===== src/rtl/output_terminal_routing_params.svh =====
/*
  Constants for the output terminal router: register offsets, reset values,
  field layout and timing counts.
  Assumes a 25 MHz core clock and a 32-bit APB register bus.

// What this block does
// [RL1] Terminal 11 drives its selected status; default code 01, speed reached.
// [RL2] Terminal 12 drives its selected status; default code 00, running.
// [RL3] Terminal 13 drives its selected status; default code 03, overload warning.
// [RL4] Terminal 14 drives its selected status; default code 07, excess torque.
// [RL5] Relay defaults to code 05, fault; terminal 15 to code 08, power loss.
// [RL6] Three analog meters pick one of 12 sources; every default is 00.
// [RL7] Fault code output overrides terminals 11-13 or 11-14 with code bits.
// [RL8] Polarity 00 is normally open, 01 normally closed and inverts the sense.
// [RL9] Terminals 11-15 reset to polarity 00, normally open, active low.
// [RL10] Relay polarity is invertible too and resets to 01, normally closed.
// [RL11] Current pulse runs at 1.44 kHz; full scale 0.20 to 2.00, default 1.0.
// [RL12] Each level is the selected status, inverted when normally closed.
*/
`ifndef OUTPUT_TERMINAL_ROUTING_PARAMS_SVH
`define OUTPUT_TERMINAL_ROUTING_PARAMS_SVH

// Word indexes on the bus; byte address is four times the index.
`define IDX_FUNC_BASE     6'h00
`define IDX_POL_BASE      6'h06
`define IDX_METER_BASE    6'h0C
`define IDX_FULL_SCALE    6'h0F
`define IDX_CODE_CTRL     6'h10
`define IDX_LEVELS        6'h11

// Reset values of the selection and polarity registers.
`define RST_OUT11_FUNC    8'h01
`define RST_OUT12_FUNC    8'h00
`define RST_OUT13_FUNC    8'h03
`define RST_OUT14_FUNC    8'h07
`define RST_OUT15_FUNC    8'h08
`define RST_RELAY_FUNC    8'h05
`define RST_METER_SEL     8'h00
`define POL_OPEN          8'h00
`define POL_CLOSED        8'h01
`define RST_TERM_POL      8'h00
`define RST_RELAY_POL     8'h01

// Full scale in hundredths of rated current.
`define FS_MIN            16'h0014
`define FS_MAX            16'h00C8
`define RST_FULL_SCALE    16'h0064

// Analog source count and status vector size.
`define ANALOG_FUNCS      8'h0C
`define STATUS_FUNCS      8'h40

// Fault code control bits.
`define CODE_EN_BIT       0
`define CODE_WIDE_BIT     1

// Pulse timing.
`define CLK_HZ            25000000
`define MON_FREQ_HZ       1440
`define MON_PERIOD_CYC    (`CLK_HZ / `MON_FREQ_HZ)

`endif


===== src/rtl/output_terminal_routing_pkg.sv =====
/*
  Types for the output terminal router.
  Assumes the params header is included by the module that uses these types.
*/
package output_terminal_routing_pkg;

  // Complete register and output state of the router.
  typedef struct packed {
    logic [5:0][7:0]  func_sel;
    logic [5:0][7:0]  pol;
    logic [2:0][7:0]  meter_sel;
    logic [15:0]      full_scale;
    logic [1:0]       code_ctrl;
    logic [31:0]      prdata;
    logic             pready;
    logic             pslverr;
    logic [4:0]       term_oe;
    logic             relay_on;
    logic [2:0][15:0] meter;
    logic [14:0]      mon_cnt;
    logic             mon_pulse;
  } state_t;

  // Analog sources offered to the meters.
  typedef logic [11:0][15:0] analog_bus_t;

endpackage : output_terminal_routing_pkg


===== src/rtl/output_terminal_routing.sv =====
/*
  Output terminal router: five open-collector logic terminals, one relay,
  three analog meters and a digital current monitor pulse, set over APB.
  Assumes status, fault code, analog sources and current come from logic on
  core_clk, so none of them is synchronised here.
*/
// Decided for this implementation: the register addresses and the APB interface to the registers.
`include "output_terminal_routing_params.svh"
`timescale 1ns/1ns
`default_nettype none

module output_terminal_routing #(
  parameter int MON_PERIOD = `MON_PERIOD_CYC
) (
  // Clock and reset.
  input  wire logic                                      core_clk,
  input  wire logic                                      rst_n,
  // APB slave.
  input  wire logic                                      psel,
  input  wire logic                                      penable,
  input  wire logic                                      pwrite,
  input  wire logic [7:0]                                paddr,
  input  wire logic [31:0]                               pwdata,
  output logic [31:0]                                    prdata,
  output logic                                           pready,
  output logic                                           pslverr,
  // Internal status, indexed by function code.
  input  wire logic [63:0]                               status_func,
  input  wire logic [3:0]                                fault_code_bit,
  input  wire output_terminal_routing_pkg::analog_bus_t  analog_src,
  input  wire logic [15:0]                               motor_current,
  // Open-collector terminals 11 to 15 and the relay.
  output logic [4:0]                                     term_out,
  output logic [4:0]                                     term_oe,
  output logic                                           relay_on,
  // Meter outputs.
  output logic [15:0]                                    freq_meter_out,
  output logic [15:0]                                    voltage_meter_out,
  output logic [15:0]                                    current_loop_out,
  output logic                                           current_pulse
);

  output_terminal_routing_pkg::state_t st;
  output_terminal_routing_pkg::state_t next_st;

  logic [5:0]  idx;
  logic        setup;
  logic        wr_en;
  logic [5:0]  level;
  logic [31:0] mon_lhs;
  logic [31:0] mon_rhs;

  // Status bit picked by an 8-bit code; codes past the vector read inactive.
  function automatic logic pick(input logic [7:0] code,
                                input logic [63:0] vec);
    logic r;
    r = 1'b0;
    if (code < `STATUS_FUNCS)
    begin
      r = vec[code[5:0]];
    end
    return r;
  endfunction : pick

  assign idx   = paddr[7:2];
  assign setup = psel & ~penable;
  assign wr_en = psel & penable & pwrite & st.pready;

  // Selected levels before polarity; fault code bits displace the selection.
  always_comb
  begin
    for (int i = 0; i < 6; i++)
    begin
      level[i] = pick(st.func_sel[i], status_func);  // RL1 RL2 RL3 RL4 RL5
    end
    if (st.code_ctrl[`CODE_EN_BIT])
    begin
      level[2:0] = fault_code_bit[2:0];  // RL7
      if (st.code_ctrl[`CODE_WIDE_BIT])
      begin
        level[3] = fault_code_bit[3];  // RL7
      end
    end
  end

  // Pulse duty: high while cnt/period is below current/full scale.
  assign mon_lhs = {2'h0, st.mon_cnt, 15'h0000} >> 15;
  assign mon_rhs = 32'(motor_current) * 32'(MON_PERIOD);

  // Next state: bus access, routing and the monitor pulse.
  always_comb
  begin
    next_st = st;
    next_st.pready  = setup;
    next_st.pslverr = 1'b0;
    if (setup)
    begin
      next_st.prdata = 32'h00000000;
      if (idx < `IDX_POL_BASE)
      begin
        next_st.prdata[7:0] = st.func_sel[3'(idx)];
      end
      else if (idx < `IDX_METER_BASE)
      begin
        next_st.prdata[7:0] = st.pol[3'(idx - `IDX_POL_BASE)];
      end
      else if (idx < `IDX_FULL_SCALE)
      begin
        next_st.prdata[7:0] = st.meter_sel[2'(idx - `IDX_METER_BASE)];
      end
      else if (idx == `IDX_FULL_SCALE)
      begin
        next_st.prdata[15:0] = st.full_scale;
        // Out-of-range full scale is refused with an error.
        next_st.pslverr = pwrite && (pwdata[15:0] < `FS_MIN ||
                                     pwdata[15:0] > `FS_MAX);  // RL11
      end
      else if (idx == `IDX_CODE_CTRL)
      begin
        next_st.prdata[1:0] = st.code_ctrl;
      end
      else if (idx == `IDX_LEVELS)
      begin
        next_st.prdata[5:0] = {st.relay_on, st.term_oe};
        next_st.pslverr     = pwrite;
      end
      else
      begin
        next_st.pslverr = 1'b1;
      end
    end
    if (wr_en && !st.pslverr)
    begin
      if (idx < `IDX_POL_BASE)
      begin
        next_st.func_sel[3'(idx)] = pwdata[7:0];
      end
      else if (idx < `IDX_METER_BASE)
      begin
        next_st.pol[3'(idx - `IDX_POL_BASE)] = pwdata[7:0];  // RL8
      end
      else if (idx < `IDX_FULL_SCALE)
      begin
        next_st.meter_sel[2'(idx - `IDX_METER_BASE)] = pwdata[7:0];
      end
      else if (idx == `IDX_FULL_SCALE)
      begin
        next_st.full_scale = pwdata[15:0];  // RL11
      end
      else if (idx == `IDX_CODE_CTRL)
      begin
        next_st.code_ctrl = pwdata[1:0];
      end
    end
    // Polarity 01 inverts; open-collector conducts while the level is on.
    for (int i = 0; i < 5; i++)
    begin
      next_st.term_oe[i] = level[i] ^ (st.pol[i] == `POL_CLOSED);  // RL12
    end
    next_st.relay_on = level[5] ^ (st.pol[5] == `POL_CLOSED);  // RL8
    // Meter codes past the source list give zero rather than a stale value.
    for (int m = 0; m < 3; m++)
    begin
      next_st.meter[m] = 16'h0000;
      if (st.meter_sel[m] < `ANALOG_FUNCS)
      begin
        next_st.meter[m] = analog_src[4'(st.meter_sel[m])];  // RL6
      end
    end
    // Period counter for the 1.44 kHz pulse.
    if (st.mon_cnt >= 15'(MON_PERIOD - 1))
    begin
      next_st.mon_cnt = 15'h0000;  // RL11
    end
    else
    begin
      next_st.mon_cnt = st.mon_cnt + 15'h0001;
    end
    next_st.mon_pulse = (mon_lhs * 32'(st.full_scale)) < mon_rhs;  // RL11
  end

  // State register; reset loads the documented defaults.
  always_ff @(posedge core_clk or negedge rst_n)
  begin
    if (!rst_n)
    begin
      st <= '0;
      st.func_sel <= {`RST_RELAY_FUNC, `RST_OUT15_FUNC, `RST_OUT14_FUNC,
                      `RST_OUT13_FUNC, `RST_OUT12_FUNC, `RST_OUT11_FUNC};
      st.pol <= {`RST_RELAY_POL, {5{`RST_TERM_POL}}};  // RL9 RL10
      st.meter_sel <= {3{`RST_METER_SEL}};  // RL6
      st.full_scale <= `RST_FULL_SCALE;  // RL11
    end
    else
    begin
      st <= next_st;
    end
  end

  // Outputs straight from the state register, term_out held at zero; terminals only sink current.
  assign prdata            = st.prdata;
  assign pready            = st.pready;
  assign pslverr           = st.pslverr;
  assign term_out          = 5'h00;
  assign term_oe           = st.term_oe;
  assign relay_on          = st.relay_on;
  assign freq_meter_out    = st.meter[0];
  assign voltage_meter_out = st.meter[1];
  assign current_loop_out  = st.meter[2];
  assign current_pulse     = st.mon_pulse;
endmodule : output_terminal_routing

`default_nettype wire


===== config.mk =====
export PLATFORM = sky130hd
export DESIGN_NAME = output_terminal_routing
export DESIGN_NICKNAME = d
export VERILOG_FILES = /design/src/rtl/output_terminal_routing_pkg.sv /design/src/rtl/output_terminal_routing.sv
export VERILOG_INCLUDE_DIRS = /design/src /design/src/rtl
export SDC_FILE = /design/constraint.sdc
export NUM_CORES = 2
export LEC_CHECK = 0
export BUFFER_PORTS_ARGS = -buffer_cell sky130_fd_sc_hd__buf_2
export CAP_MARGIN = 15
export CORE_ASPECT_RATIO = 1.1
export CORE_MARGIN = 2
export CORE_UTILIZATION = 45
export CTS_BUF_LIST = sky130_fd_sc_hd__clkbuf_8
export DETAILED_ROUTE_END_ITERATION = 16
export PLACE_DENSITY = 0.74
export SYNTH_ARGS = -nofsm -noshare
export SYNTH_HDL_FRONTEND = slang
export SYNTH_SLANG_ARGS = --single-unit

===== constraint.sdc =====
create_clock -name core_clk -period 18.3 [get_ports core_clk]
set_input_delay 1.83 -clock core_clk [delete_from_list [all_inputs] [get_ports core_clk]]
set_output_delay 1.83 -clock core_clk [all_outputs]
set_load 0.005 [all_outputs]

==> impl_results.md <==
* # resized after CTS at 0
* Initial core utilization at 45.3%
* Worst-skew pair later-pin latency at 0.58 ns
* DRT Pass-1 Iters at 7
* H-tree Lvls at 2
* CTS Hold Bufs at 0
* Port Buffers at 375
* Crit path max-delay cell type: dfrtp_1
* Post-synth EDFFs at 0
* GP Congestion at 0.990
* Synth Area in XOR/XNOR at about 1.5%
* Final setup TNS at 0 ns
* Largest family of logic cells by synthesized area: multiplexers
* Max cap viols at 0
* Fraction of registers with async set or reset after synthesis at 100%
* Top cell type's share of synthesized area at a little under a fifth
* Setup bufs post-CTS at 0
* Most common cell in the netlist: inv_1
* Synth warnings at 0
* Crit-path max FO at 17
* HPWL after DPL at 65500 um
* Critical Path End Type: flop
* DRC viols at 0
* Via density at ~6
* Slew headroom at 28.8%
* RSZ-0062 raised after global routing: false
* Period utilisation layout at between 40% and 50%
* Synthesized area at 30500 um^2
* Routed WL per cell at 21.7 um
* Die area at approximately 70000 um^2
* Clk buf depth at 3
* WP data required at ~19 ns
* Tmin final at 8.13 ns
* Fillers at approximately 6.0k
* Reg clk slew, reported paths at 0.08 ns
* Final clock skew at 0.0467 ns
* Antenna violations before repair at 20
* CTS root buf: clkbuf_8
* Die height at 277 um
* Post-Synth Adder-Cell Area at about a quarter
* # rows at 100
* Cts bufs inserted at 38
* Power Dens Cells at around 61 nW/um^2
* Post-synthesis sequential area ratio at between 10% and 20%
* Worst vdd ir at approximately 0.000079 V
* Post-synthesis compound-gate area fraction at under 10%
* Vias in the first global route at 25.0k
* Top post-synthesis cells by count: inv_1, mux4_2, ha_1
* Post-layout nets at between 3k and 4k
* First-pass GRT wire length at ~140000 um
* # setup viols final at 0
* Final hold violations at 0
* CTS sink count at about 230
* Pin count of the biggest net entering global routing at 82
* Achievable clock frequency at 0.123 GHz
* Ys flop type: dfrtp_1
* Leading area contributor after synthesis: mux4_2
* Crit Path Category: flop to flop
* WP data arrival at 8.57 ns
* Crit-path max cell delay at 0.70 ns
* Power Total at 2.05 mW
* Area growth, synth to finish at 8.90%
* Post-synthesis mux area share at between 20% and 30%
* DRT antenna net count at 0
* Die X at roughly 250 um
* Routed vias at 23.4k
* Worst hold path class: flop to flop
* Clock tree from TritonCTS: done
* Routed Wire Length at approximately 85000 um
* Worst Tran Pin Value at 1.07 ns
* Status: finished, final reports clean
* Initial drt markers at 1615
* I/O pin count at 415
* Post-Syn Instances at 2817
* Post-synthesis average cell area at 10.8 um^2
* Simple-gate share of the synthesized area at 10.2%
* Yosys reg bits at about 230
* Type of origin of the critical path: flop
* Final Slew Violations at 0
* Top cells by area, synth: mux4_2, dfrtp_1, fa_1
* Gr usage total at roughly a quarter
* Core ar. at between 60000 and 70000 um^2
* Library cells used by synthesis at 76
* Share of cells above drive strength 1 at between 20% and 30%
* Total gr overflow at 0
* Pleak at 15.6 nW
metrics by stage:
step	util [%]	hold WS, ns	worst slack (ns)	instance area (um^2)	std cells
3_5_place_dp	48.0	0.467	10.21	32400	3839
6_report	49.3	0.473	10.17	33300	3925
3_3_place_gp	48.0	0.459	10.25	32400	3839
4_1_cts	49.3	0.481	10.22	33200	3909
5_1_grt	49.3	0.512	9.71	33300	3925
2_1_floorplan	-	0.451	11.00	30600	2837
cells in the final DEF (no fill, tap or decap), drive strengths merged, types with 9 or more instances in the layout:
master	instances
xnor2	25
fa	242
diode	16
nand4	10
conb	21
dfstp	13
xor2	27
ha	245
and2	143
mux2	151
nor4	25
a221oi	10
mux2i	94
a211oi	13
nor2	159
o21a	12
nor2b	15
dfrtp	213
buf	402
and3	11
nor3	24
nand2	200
nand3	22
a22o	9
clkbuf	48
a21oi	96
o21ai	62
a21o	28
mux4	269
inv	329
nand2b	10
worst max-delay path, delay by kind of cell (launching register included):
| kind | cells | cell delay [ns] |
|---|---|---|
| buf+inv | 6 | 0.32 |
| flops | 1 | 0.70 |
| simple gates | 4 | 0.89 |
| compound gates | 11 | 2.45 |
| fa+ha+maj | 8 | 3.63 |
registers in the layout (all words and copies together) (netlist names):
signal	flops
prdata	16
current_pulse	1
term_oe	5
voltage_meter_out	16
relay_on	1
st	138
current_loop_out	16
pready	1
freq_meter_out	16
mon_lhs	15
pslverr	1
report_power, final:
part	total (mW)	internal, mW	switching (mW)
combinational	1.03	0.457	0.573
sequential	0.523	0.512	0.0108
clock	0.492	0.268	0.224
layer usage:
metal / vias up / share of wire, % / GRT usage [%]
li1: 10267 / - / -
met1: 11746 / 36 / 28.9
met2: 1139 / 50 / 42.5
met3: 287 / 8.1 / 5.14
met4: 4 / 5.9 / 12.7
met5: - / 0.028 / 0
logic make-up (layout without fill, tap and decap cells):
group                      Yosys count  in the layout
AOI/OAI and AO/OA                  308            308
xor gates and xnor gates            52             52
adders and majority gates          487            487
buffers and inverters              584            789
DFF                                226            226
muxes                              514            514
other                                1             37
and+or+nand+nor                    645            645
final cells by class:
type,instances,area [um^2],area share (%)
multi-input cells,2027,22300,67.2
repair buffers,402,2090,6.28
inverters,317,1190,3.58
clock buffers,48,661,1.99
well taps,867,1080,3.26
diodes,16,40.0,0.120
clock inverters,22,168,0.504
flip-flops and latches,226,5690,17.1
worst paths after layout:
path                                       to       from  slack, ns  cells past startpoint
setup / recovery                current_pulse    st[113]      10.17                     29
hold / removal                      prdata[5]  prdata[5]       0.47                      2
setup reg to reg                current_pulse    st[113]      10.17                     29
hold reg to reg                     prdata[5]  prdata[5]       0.47                      2
max in group asynchronous             st[119]      rst_n      14.72                      3
min in group asynchronous  freq_meter_out[11]      rst_n       1.19                      1
Power figures use the tool's default switching activity.
